**src/user_three_timing_output_pkg.sv**
```systemverilog
// Shared constants, register map and carrier types for the user-three timing combiner
package user_three_timing_output_pkg;

	// ------------------------------------------------------------
	// Bus geometry
	// ------------------------------------------------------------
	localparam int AXI_ADDR_W = 12;
	localparam int AXI_DATA_W = 32;
	localparam int IDX_W = 7;
	localparam int IDX_LSB = 2;
	localparam int REG_W = 16;

	// ------------------------------------------------------------
	// Register indices; byte address is four times the index
	// ------------------------------------------------------------
	localparam logic [IDX_W-1:0] IDX_H_START = 7'h61;
	localparam logic [IDX_W-1:0] IDX_H_STOP = 7'h62;
	localparam logic [IDX_W-1:0] IDX_V_START = 7'h63;
	localparam logic [IDX_W-1:0] IDX_V_END = 7'h64;
	localparam logic [IDX_W-1:0] IDX_CTRL = 7'h65;
	localparam logic [IDX_W-1:0] IDX_STATUS = 7'h70;

	// ------------------------------------------------------------
	// Field layout and reset values
	// ------------------------------------------------------------
	localparam logic [REG_W-1:0] H_PIX_MASK = 16'hffff;
	localparam logic [REG_W-1:0] V_LINE_MASK = 16'h7fff;
	localparam logic [REG_W-1:0] CTRL_MASK = 16'h000f;
	localparam logic [REG_W-1:0] H_START_RESET = 16'h0000;
	localparam logic [REG_W-1:0] H_STOP_RESET = 16'h0000;
	localparam logic [REG_W-1:0] V_START_RESET = 16'h0000;
	localparam logic [REG_W-1:0] V_END_RESET = 16'h0000;
	localparam logic [REG_W-1:0] CTRL_RESET = 16'h0008;
	localparam int CTRL_POL_BIT = 3;
	localparam int CTRL_AND_BIT = 2;
	localparam int CTRL_OR_BIT = 1;
	localparam int CTRL_XOR_BIT = 0;
	localparam int LINE_W = 15;

	// ------------------------------------------------------------
	// Bus answers
	// ------------------------------------------------------------
	localparam logic [1:0] RESP_OKAY = 2'b00;
	localparam logic [1:0] RESP_SLVERR = 2'b10;

	// Counters from the main timing generator, same clock
	typedef struct packed {
		logic [REG_W-1:0] pixel;
		logic [LINE_W-1:0] frame_line;
		logic [LINE_W-1:0] field_line;
		logic interlaced;
	} timing_in_t;

	// State of the combiner; the two window flops sit in window_compare
	typedef struct packed {
		logic [REG_W-1:0] h_start;
		logic [REG_W-1:0] h_stop;
		logic [REG_W-1:0] v_start;
		logic [REG_W-1:0] v_end;
		logic [REG_W-1:0] ctrl;
		logic aw_held;
		logic [AXI_ADDR_W-1:0] aw_addr;
		logic w_held;
		logic [AXI_DATA_W-1:0] w_data;
		logic [3:0] w_strb;
		logic bvalid;
		logic [1:0] bresp;
		logic rvalid;
		logic [1:0] rresp;
		logic [AXI_DATA_W-1:0] rdata;
		logic out;
	} core_state_t;

endpackage

```
**src/window_compare.sv**
```systemverilog
// Half-open counter window: active while start <= count < stop, registered
`timescale 1ns/1ns
module window_compare #(
	parameter int W = 16
) (
	input wire logic aclk,
	input wire logic aresetn,
	input wire logic [W-1:0] count,
	input wire logic [W-1:0] start,
	input wire logic [W-1:0] stop,
	output logic active
);

	typedef struct packed {
		logic active;
	} win_state_t;

	win_state_t st_r;
	win_state_t st_nxt;

	// ------------------------------------------------------------
	// Compare
	// ------------------------------------------------------------
	// Start not below stop gives an empty window rather than a wrapped one
	always_comb begin
		st_nxt = st_r;
		st_nxt.active = (count >= start) && (count < stop);
	end

	always_ff @(posedge aclk) begin
		if (!aresetn) begin
			st_r <= '0;
		end else begin
			st_r <= st_nxt;
		end
	end

	assign active = st_r.active;

endmodule

```
**src/user_timing_signal_three_combiner.sv**
```systemverilog
// User-three timing output: vertical and horizontal windows, combine operator, polarity, AXI4-Lite registers
//
// Summary of operation
// - Vertical window leading edge at line held in vertical start bits 14-0.
// - Vertical window trailing edge at line held in vertical end bits 14-0.
// - Interlaced output: vertical line values count within the odd field.
// - Polarity bit, reset one, makes output active low; cleared gives active high.
// - AND select drives output only while both windows are active.
// - With AND select set, OR and XOR selects are ignored.
// - OR select drives output while either window is active.
// - With OR select set, XOR select is ignored.
// - XOR select drives output while exactly one window is active.
// - Horizontal window starts at programmed pixel start count on every line.
// - Horizontal window ends at programmed pixel stop count on every line.
//
// Chosen here: the AXI4-Lite slave port.
`timescale 1ns/1ns
module user_timing_signal_three_combiner (
	input wire logic aclk,
	input wire logic aresetn,
	input wire logic [user_three_timing_output_pkg::AXI_ADDR_W-1:0] s_axi_awaddr,
	input wire logic [2:0] s_axi_awprot,
	input wire logic s_axi_awvalid,
	output logic s_axi_awready,
	input wire logic [user_three_timing_output_pkg::AXI_DATA_W-1:0] s_axi_wdata,
	input wire logic [3:0] s_axi_wstrb,
	input wire logic s_axi_wvalid,
	output logic s_axi_wready,
	output logic [1:0] s_axi_bresp,
	output logic s_axi_bvalid,
	input wire logic s_axi_bready,
	input wire logic [user_three_timing_output_pkg::AXI_ADDR_W-1:0] s_axi_araddr,
	input wire logic [2:0] s_axi_arprot,
	input wire logic s_axi_arvalid,
	output logic s_axi_arready,
	output logic [user_three_timing_output_pkg::AXI_DATA_W-1:0] s_axi_rdata,
	output logic [1:0] s_axi_rresp,
	output logic s_axi_rvalid,
	input wire logic s_axi_rready,
	input wire user_three_timing_output_pkg::timing_in_t timing,
	output logic user_three_horizontal_window,
	output logic user_three_vertical_window,
	output logic user_three_timing_output
);

	user_three_timing_output_pkg::core_state_t st_r;
	user_three_timing_output_pkg::core_state_t st_nxt;

	logic h_win;
	logic v_win;
	logic [user_three_timing_output_pkg::REG_W-1:0] sel_line;
	logic combined;
	logic wr_fire;
	logic rd_fire;

	// ------------------------------------------------------------
	// Helpers
	// ------------------------------------------------------------
	function automatic logic idx_ok(input logic [user_three_timing_output_pkg::AXI_ADDR_W-1:0] addr,
		input logic [user_three_timing_output_pkg::IDX_W-1:0] idx);
		idx_ok = (addr[user_three_timing_output_pkg::AXI_ADDR_W-1:user_three_timing_output_pkg::IDX_LSB] ==
			{{(user_three_timing_output_pkg::AXI_ADDR_W - user_three_timing_output_pkg::IDX_LSB - user_three_timing_output_pkg::IDX_W){1'b0}}, idx});
	endfunction

	function automatic logic is_writable(input logic [user_three_timing_output_pkg::AXI_ADDR_W-1:0] addr);
		is_writable = idx_ok(addr, user_three_timing_output_pkg::IDX_H_START) || idx_ok(addr, user_three_timing_output_pkg::IDX_H_STOP) ||
			idx_ok(addr, user_three_timing_output_pkg::IDX_V_START) || idx_ok(addr, user_three_timing_output_pkg::IDX_V_END) ||
			idx_ok(addr, user_three_timing_output_pkg::IDX_CTRL);
	endfunction

	// Byte lanes 0 and 1 carry the 16-bit register; reserved bits are stored as zero
	function automatic logic [user_three_timing_output_pkg::REG_W-1:0] merge(input logic [user_three_timing_output_pkg::REG_W-1:0] old,
		input logic [user_three_timing_output_pkg::AXI_DATA_W-1:0] data, input logic [3:0] strb,
		input logic [user_three_timing_output_pkg::REG_W-1:0] mask);
		logic [user_three_timing_output_pkg::REG_W-1:0] v;
		v = old;
		if (strb[0]) begin
			v[7:0] = data[7:0];
		end
		if (strb[1]) begin
			v[15:8] = data[15:8];
		end
		merge = v & mask;
	endfunction

	// Operator priority: AND over OR over XOR; none selected gives inactive
	function automatic logic combine(input logic [user_three_timing_output_pkg::REG_W-1:0] ctrl, input logic h,
		input logic v);
		if (ctrl[user_three_timing_output_pkg::CTRL_AND_BIT]) begin
			combine = h & v;
		end else if (ctrl[user_three_timing_output_pkg::CTRL_OR_BIT]) begin
			combine = h | v;
		end else if (ctrl[user_three_timing_output_pkg::CTRL_XOR_BIT]) begin
			combine = h ^ v;
		end else begin
			combine = 1'b0;
		end
	endfunction

	// ------------------------------------------------------------
	// Windows
	// ------------------------------------------------------------
	// Field-relative count when interlaced, so the same values hit in each field
	assign sel_line = timing.interlaced ? {1'b0, timing.field_line} : {1'b0, timing.frame_line};

	window_compare #(
		.W(user_three_timing_output_pkg::REG_W)
	) u_h_window (
		.aclk(aclk),
		.aresetn(aresetn),
		.count(timing.pixel),
		.start(st_r.h_start),
		.stop(st_r.h_stop),
		.active(h_win)
	);

	window_compare #(
		.W(user_three_timing_output_pkg::REG_W)
	) u_v_window (
		.aclk(aclk),
		.aresetn(aresetn),
		.count(sel_line),
		.start(st_r.v_start),
		.stop(st_r.v_end),
		.active(v_win)
	);

	assign combined = combine(st_r.ctrl, h_win, v_win);

	// ------------------------------------------------------------
	// Next state
	// ------------------------------------------------------------
	assign wr_fire = st_r.aw_held && st_r.w_held && !st_r.bvalid;
	assign rd_fire = s_axi_arvalid && !st_r.rvalid;

	always_comb begin
		st_nxt = st_r;
		// Polarity applied last; one register stage after the windows
		st_nxt.out = st_r.ctrl[user_three_timing_output_pkg::CTRL_POL_BIT] ? ~combined : combined;
		if (s_axi_awvalid && !st_r.aw_held && !st_r.bvalid) begin
			st_nxt.aw_held = 1'b1;
			st_nxt.aw_addr = s_axi_awaddr;
		end
		if (s_axi_wvalid && !st_r.w_held && !st_r.bvalid) begin
			st_nxt.w_held = 1'b1;
			st_nxt.w_data = s_axi_wdata;
			st_nxt.w_strb = s_axi_wstrb;
		end
		if (wr_fire) begin
			st_nxt.aw_held = 1'b0;
			st_nxt.w_held = 1'b0;
			st_nxt.bvalid = 1'b1;
			st_nxt.bresp = is_writable(st_r.aw_addr) ? user_three_timing_output_pkg::RESP_OKAY : user_three_timing_output_pkg::RESP_SLVERR;
			if (idx_ok(st_r.aw_addr, user_three_timing_output_pkg::IDX_H_START)) begin
				st_nxt.h_start = merge(st_r.h_start, st_r.w_data, st_r.w_strb, user_three_timing_output_pkg::H_PIX_MASK);
			end
			if (idx_ok(st_r.aw_addr, user_three_timing_output_pkg::IDX_H_STOP)) begin
				st_nxt.h_stop = merge(st_r.h_stop, st_r.w_data, st_r.w_strb, user_three_timing_output_pkg::H_PIX_MASK);
			end
			if (idx_ok(st_r.aw_addr, user_three_timing_output_pkg::IDX_V_START)) begin
				st_nxt.v_start = merge(st_r.v_start, st_r.w_data, st_r.w_strb, user_three_timing_output_pkg::V_LINE_MASK);
			end
			if (idx_ok(st_r.aw_addr, user_three_timing_output_pkg::IDX_V_END)) begin
				st_nxt.v_end = merge(st_r.v_end, st_r.w_data, st_r.w_strb, user_three_timing_output_pkg::V_LINE_MASK);
			end
			if (idx_ok(st_r.aw_addr, user_three_timing_output_pkg::IDX_CTRL)) begin
				st_nxt.ctrl = merge(st_r.ctrl, st_r.w_data, st_r.w_strb, user_three_timing_output_pkg::CTRL_MASK);
			end
		end
		if (st_r.bvalid && s_axi_bready) begin
			st_nxt.bvalid = 1'b0;
		end
		if (st_r.rvalid && s_axi_rready) begin
			st_nxt.rvalid = 1'b0;
		end
		if (rd_fire) begin
			st_nxt.rvalid = 1'b1;
			st_nxt.rresp = user_three_timing_output_pkg::RESP_OKAY;
			st_nxt.rdata = '0;
			if (idx_ok(s_axi_araddr, user_three_timing_output_pkg::IDX_H_START)) begin
				st_nxt.rdata[user_three_timing_output_pkg::REG_W-1:0] = st_r.h_start;
			end else if (idx_ok(s_axi_araddr, user_three_timing_output_pkg::IDX_H_STOP)) begin
				st_nxt.rdata[user_three_timing_output_pkg::REG_W-1:0] = st_r.h_stop;
			end else if (idx_ok(s_axi_araddr, user_three_timing_output_pkg::IDX_V_START)) begin
				st_nxt.rdata[user_three_timing_output_pkg::REG_W-1:0] = st_r.v_start;
			end else if (idx_ok(s_axi_araddr, user_three_timing_output_pkg::IDX_V_END)) begin
				st_nxt.rdata[user_three_timing_output_pkg::REG_W-1:0] = st_r.v_end;
			end else if (idx_ok(s_axi_araddr, user_three_timing_output_pkg::IDX_CTRL)) begin
				st_nxt.rdata[user_three_timing_output_pkg::REG_W-1:0] = st_r.ctrl;
			end else if (idx_ok(s_axi_araddr, user_three_timing_output_pkg::IDX_STATUS)) begin
				// Live view: windows, combined level, pin level
				st_nxt.rdata[3:0] = {st_r.out, combined, v_win, h_win};
			end else begin
				st_nxt.rresp = user_three_timing_output_pkg::RESP_SLVERR;
			end
		end
	end

	// ------------------------------------------------------------
	// State register
	// ------------------------------------------------------------
	always_ff @(posedge aclk) begin
		if (!aresetn) begin
			st_r <= '0;
			st_r.h_start <= user_three_timing_output_pkg::H_START_RESET;
			st_r.h_stop <= user_three_timing_output_pkg::H_STOP_RESET;
			st_r.v_start <= user_three_timing_output_pkg::V_START_RESET;
			st_r.v_end <= user_three_timing_output_pkg::V_END_RESET;
			st_r.ctrl <= user_three_timing_output_pkg::CTRL_RESET;
			// Idle pin is the inactive level of the reset polarity
			st_r.out <= 1'b1;
		end else begin
			st_r <= st_nxt;
		end
	end

	// ------------------------------------------------------------
	// Outputs
	// ------------------------------------------------------------
	// No write is taken while a response waits; one write in flight keeps ordering simple
	assign s_axi_awready = !st_r.aw_held && !st_r.bvalid;
	assign s_axi_wready = !st_r.w_held && !st_r.bvalid;
	assign s_axi_bvalid = st_r.bvalid;
	assign s_axi_bresp = st_r.bresp;
	assign s_axi_arready = !st_r.rvalid;
	assign s_axi_rvalid = st_r.rvalid;
	assign s_axi_rdata = st_r.rdata;
	assign s_axi_rresp = st_r.rresp;
	assign user_three_horizontal_window = h_win;
	assign user_three_vertical_window = v_win;
	assign user_three_timing_output = st_r.out;
endmodule

```
**config.mk**
```make
export PLATFORM = sky130hd
export DESIGN_NAME = user_timing_signal_three_combiner
export DESIGN_NICKNAME = d
export VERILOG_FILES = /design/src/user_three_timing_output_pkg.sv /design/src/window_compare.sv /design/src/user_timing_signal_three_combiner.sv
export SDC_FILE = /design/constraint.sdc
export NUM_CORES = 1
export LEC_CHECK = 0
export BUFFER_PORTS_ARGS = -buffer_cell sky130_fd_sc_hd__buf_4
export CORE_ASPECT_RATIO = 1.2
export CORE_UTILIZATION = 50
export DETAILED_ROUTE_END_ITERATION = 6
export MAX_ROUTING_LAYER = met4
export PLACE_DENSITY = 0.85
export REMOVE_ABC_BUFFERS = 1
export SKIP_CTS_REPAIR_TIMING = 1
export SLEW_MARGIN = 20
export SYNTH_ARGS = -nofsm -noshare
export SYNTH_HDL_FRONTEND = slang
export SYNTH_SLANG_ARGS = --single-unit
```
**constraint.sdc**
```tcl
create_clock -name aclk -period 5.6 [get_ports aclk]
set_clock_uncertainty 0.2 [all_clocks]
set_input_delay 0.56 -clock aclk [delete_from_list [all_inputs] [get_ports aclk]]
set_output_delay 0.56 -clock aclk [all_outputs]
set_load 0.005 [all_outputs]
```
==> flow_summary.toml, run 1 <==
[status]
status = "finished clean"

[sta]
tns_ps = 0
hold_ws_ps = 182
max_freq_mhz = 410
fin_crit_sh_pct = 43.5
fin_crit_ps = 2440
hold_viol = 0
max_slew.worst_pin.slew_ps = 878
rsz0062_at_grt = "false"
maxSlewViolCount = 0
slew_headroom_pct = 41.5
setup_viol = 0

[floorplanning]
die_area_um2 = 14400
start_util_pct = 51.9
core_region_area_um2 = 13400
die_w_um = 110
dieHeight_um = 131
rows = 46
ios = 164

[setup_path]
crit_path_start_kind = "primary input"
required_ps = 5740
path_max_fanout = 12
crit_family = "simple AND/OR/NAND/NOR gates"
critical_path.max_stage_delay_ps = 610
crit_buf_inv = 1
cp_cell_sequence = "buf_4, or4b_1, nor3b_2, and3_1, a222oi_1, a21oi_1"
critical_path_class = "in2reg"
worst_ep_arrival_time_ps = 2570
cp_slowest_cell = "and3_1"
crit_path_end_kind = "flip-flop"

[synth]
syn_area_per_cell_um2 = 8.61
ys_warn_count = 0
synthFlopType = "dfxtp_1"
ys_types = 55
synth_area_um2 = 6960
seq_area_frac_synth_pct = 34.2
synthArstFlopShare_pct = 0
ys_ff_latch = 119
synth_edf_count = 0
syn_inst = 808

[drt]
drt-pass1-iter-count = 5
drtIter0Drc = 347
vias_per_cell = 5.58
wl_per_cell_um = 16.4
drt_wl_total_um = 17600
ant_nets = 0
drc_errors = 0
vias = 5994

[finish]
instances_no_fill = 1074
area_growth_pct = 20.4
final_core_util_pct = 62.5
fillers = 1089
diodes = 0
drive_above_1_share_pct = 19.5
finalNetCount = 1075

[clock_network]
cts_tree = "built"
cts_buffers = 17
clkSinkCount = 119
cts_buffer_depth = 2
root_buffer = "clkbuf_16"
clock_latency_ps = 420
htree_levels = 4
clkTransAtPathRegs_ps = 60

[global_routing]
grt_pass1_wl_um = 27700
antenna_found_initial = 0
grt_pass1_vias = 5778
gr-total-overflow = 0
grt_max_degree = 74
grt_usage_pct = 25.8

[placement]
dp_hpwl_um = 12300
io_buffers = 117
placed_cells = 1042
finalWeightedCongestion = 0.889

[pwr]
p_leak_nw = 3.40
vdd_drop_max_v = 0.000263
p_per_area_nw_per_um2 = 282

[job]
maxCapViolCount = 0

[worst_hold_path]
hold_class = "in2reg"
registers in the layout, summed over array words and instances (netlist names):
signal and count:
u_h_window.active 1, s_axi_rresp 1, user_three_timing_output 1, u_v_window.active 1, s_axi_rvalid 1, s_axi_bresp 1, s_axi_rdata 16, s_axi_bvalid 1
st_r 96
final cells by class:
class                   count  area, um^2  area share [%]
multi-input cells         569        3980            47.5
flip-flops and latches    119        2380            28.4
repair buffers            120         901            10.8
clock buffers              20         457            5.45
inverters                  66         248            2.96
well taps                 168         210            2.51
clock inverters            12         199            2.38
layer usage:
layer | routed length, um | global-route usage (%) | share of wire, %
met4 | 563 | 11.0 | 3.2
met2 | 8980 | 44.8 | 51
met3 | 997 | 4.76 | 5.7
met1 | 7060 | 28.3 | 40
met5 | 0 | - | 0
placed cells by master (no fill, tap or decap), types with 5 or more instances in the layout:
cell type,instances
nand4_1,6
o22a_1,6
bufinv_16,5
nand2b_1,5
mux2i_1,53
buf_4,120
nand3_1,26
ha_1,62
inv_1,66
mux2_2,14
o21ai_0,45
a21boi_0,31
a22oi_1,7
a222oi_1,11
nand2_1,105
dfxtp_1,119
nor2_1,15
clkbuf_16,17
conb_1,18
a21oi_1,46
nor2b_1,57
cell usage after synthesis, types with 6 or more instances:
library cell / n / area (um^2)
a21boi_0: 31 / 233
a21oi_1: 46 / 230
a222oi_1: 11 / 110
a22oi_1: 7 / 52.6
buf_4: 37 / 278
clkbuf_1: 28 / 105
dfxtp_1: 119 / 2380
ha_1: 62 / 776
inv_1: 66 / 248
mux2_2: 14 / 158
mux2i_1: 53 / 531
nand2_1: 105 / 394
nand3_1: 26 / 130
nand4_1: 6 / 37.5
nor2_1: 15 / 56.3
nor2b_1: 57 / 357
o21ai_0: 45 / 225
o22a_1: 6 / 52.6
cell families (layout without fill, tap and decap cells):
group / count (synthesis) / in the layout / synth area share (%)
adders and majority gates: 62 / 62 / 11.2
xor gates and xnor gates: 1 / 1 / 0.126
and+or+nand+nor: 246 / 246 / 18.7
DFF: 119 / 119 / 34.2
AOI/OAI and AO/OA: 175 / 175 / 16.3
other: 1 / 18 / 0.0539
buffers and inverters: 137 / 218 / 9.48
muxes: 67 / 67 / 9.89
report_power, final:
group	internal, mW	switching (mW)	total (mW)
Sequential	0.872	0.0280	0.900
Clock	0.811	0.396	1.21
Combinational	0.127	0.128	0.256
stage by stage:
stage,total power [mW],cell area [um^2],setup WS (ps)
after detailed placement,1.17,7720,2840
after global routing,2.44,8380,3100
final,2.36,8380,3160
after global placement,1.16,7720,2840
after floorplan,1.04,6610,3000
after CTS,2.37,8380,3190
path summary, 6_finish.rpt:
check	to	cells past startpoint	start	slack, ps
setup / recovery	s_axi_rdata[8]	6	s_axi_araddr[11]	3160
hold / removal	s_axi_rvalid	2	s_axi_arvalid	180
setup reg to reg	st_r[162]	5	st_r[87]	3180
hold reg to reg	st_r[87]	2	st_r[87]	270
Power figures use the tool's default switching activity.
==> run 2, diff against run 1 <==
==> constraint.sdc (replaced) <==
create_clock -name aclk -period 2.3 [get_ports aclk]
set_clock_uncertainty 0.2 [all_clocks]
set_input_delay 0.23 -clock aclk [delete_from_list [all_inputs] [get_ports aclk]]
set_output_delay 0.23 -clock aclk [all_outputs]
set_load 0.005 [all_outputs]
==> run 2 against run 1 <==
  * The run now ends with negative hold slack left
  * Flip-flop and latch count stayed put
  * Total power grew to 2.5 times the previous value
  * Clock-buffer cell count down 2
  * Wire length increased by 6.4%
  * Die area is the same
  * Register-to-register slack got worse by 3100 ps
  * Setup slack worse by 3100 ps
  * First-iteration DRC count rose by 11%
  * Via count up 4.2%
  * Critical endpoint is now st_r[92]
  * Highest routed layer unchanged
==> flow_summary.toml, run 2 (synthesized netlist as in run 1, its figures left out) <==
[status]
status = "finished, violations left"
violations = "negative hold slack"

[pwr]
vdd_drop_max_v = 0.000567
p_leak_nw = 3.67
finalPower_mw = 5.92
p_per_area_nw_per_um2 = 661

[setup_path]
critical_path_class = "reg2reg"
cp.depth = 5
critical_path.max_stage_delay_ps = 560
ff2ff_setup_slack_ps = 100
crit_buf_inv = 0
cp_cell_sequence = "or3_4, or4b_4, nor2_2, mux2i_1, nand2_1"
reg2regPathDepth = 5
r2r_start = "st_r[87]"
crit_path_end_kind = "flip-flop"
worst_ep_arrival_time_ps = 2300
required_ps = 2400
path_max_fanout = 4
setup.worst_path.start = "st_r[87]"
cp_slowest_cell = "or4b_4"
crit_path_start_kind = "flip-flop"
crit_family = "simple AND/OR/NAND/NOR gates"
r2r-end = "st_r[92]"
crit_path_end = "st_r[92]"

[finish]
finalNetCount = 1127
layout_common_cells = "buf_4, dfxtp_1, nand2_1, inv_1, ha_1"
regMostFlops = "st_r"
layout_commonest_cell = "buf_4"
largest_reg_flops = 96
diodes = 0
area_growth_pct = 28.7
drive_above_1_share_pct = 20.5

[floorplanning]
die_area_um2 = 14400
ios = 164
start_util_pct = 51.9
dieHeight_um = 131
die_w_um = 110
core_region_area_um2 = 13400
rows = 46

[sta]
hold_viol = 4
fin_crit_sh_pct = 95.8
fin_crit_ps = 2200
maxSlewViolCount = 0
setup_viol = 0
hold_ws_ps = -6.57
max_slew.worst_pin.slew_ps = 701
rsz0062_at_grt = "false"
slew_headroom_pct = 53.2
max_freq_mhz = 454

[placement]
dp_hpwl_um = 13000
finalWeightedCongestion = 0.882
io_buffers = 117

[clock_network]
cts_buffer_depth = 2
htree_levels = 4
cts_tree = "built"
clock_latency_ps = 410
clkTransAtPathRegs_ps = 60
cts_buffers = 17
clkSinkCount = 119
root_buffer = "clkbuf_16"

[global_routing]
gr-total-overflow = 0
grt_usage_pct = 26.6
grt_max_degree = 62
grt_pass1_vias = 5901
grt_pass1_wl_um = 28600
antenna_found_initial = 0

[worst_hold_path]
min_from = "aresetn"
hold_class = "in2reg"

[job]
maxCapViolCount = 0

[drt]
drt-pass1-iter-count = 5
wl_per_cell_um = 16.6
drt_wl_total_um = 18700
drc_errors = 0
vias_per_cell = 5.55
drtIter0Drc = 385
vias = 6245
ant_nets = 0
## run 2: per-layer routing
| layer | vias to the layer above | track usage (%) | wire, um |
|---|---|---|---|
| met5 | - | - | 0 |
| met4 | 0 | 11.3 | 631 |
| met3 | 58 | 5.16 | 1180 |
| met2 | 247 | 45.4 | 9750 |
| met1 | 2907 | 29.8 | 7150 |
| li1 | 3033 | - | - |
## run 2: worst min-delay path: stages
cell	delay (ps)
buf_4	190
o21ai_0	90
nor2_1	50
## run 2: layout make-up
type / count / area (um^2)
Sequential cell: 119 / 2380
Clock inverter: 14 / 245
Multi-Input combinational cell: 569 / 3980
Tap cell: 168 / 210
Clock buffer: 18 / 429
Inverter: 66 / 248
Timing Repair Buffer: 172 / 1460
Fill cell: 1015 / 4460
## run 2: power breakdown
group | switching (mW) | total (mW) | internal, mW
registers | 0.0707 | 2.19 | 2.12
logic | 0.335 | 0.697 | 0.362
clock network | 0.985 | 3.03 | 2.04
total | 1.39 | 5.92 | 4.53
## run 2: worst min-delay path by stage
stage	endpoint	slack, ps	cells past startpoint
after CTS	s_axi_rvalid	-150	2
after detailed placement	st_r[84]	260	2
after global placement	st_r[85]	250	2
after global routing	st_r[51]	1	2
after floorplan	st_r[92]	90	1
final	s_axi_rdata[15]	-7	3
## run 2: through the flow
stage	worst slack [ps]	area, um^2	cells	util, %	TNS (ps)
detailed placement	-64.7	7950	1061	59.3	-88.7
finish	96.8	8950	1126	66.8	0
floorplan	28.8	6610	754	-	0
global placement	-30.8	7950	1061	59.3	-30.8
global route	55.6	8950	1126	66.8	0
CTS	100	8620	1093	64.3	0
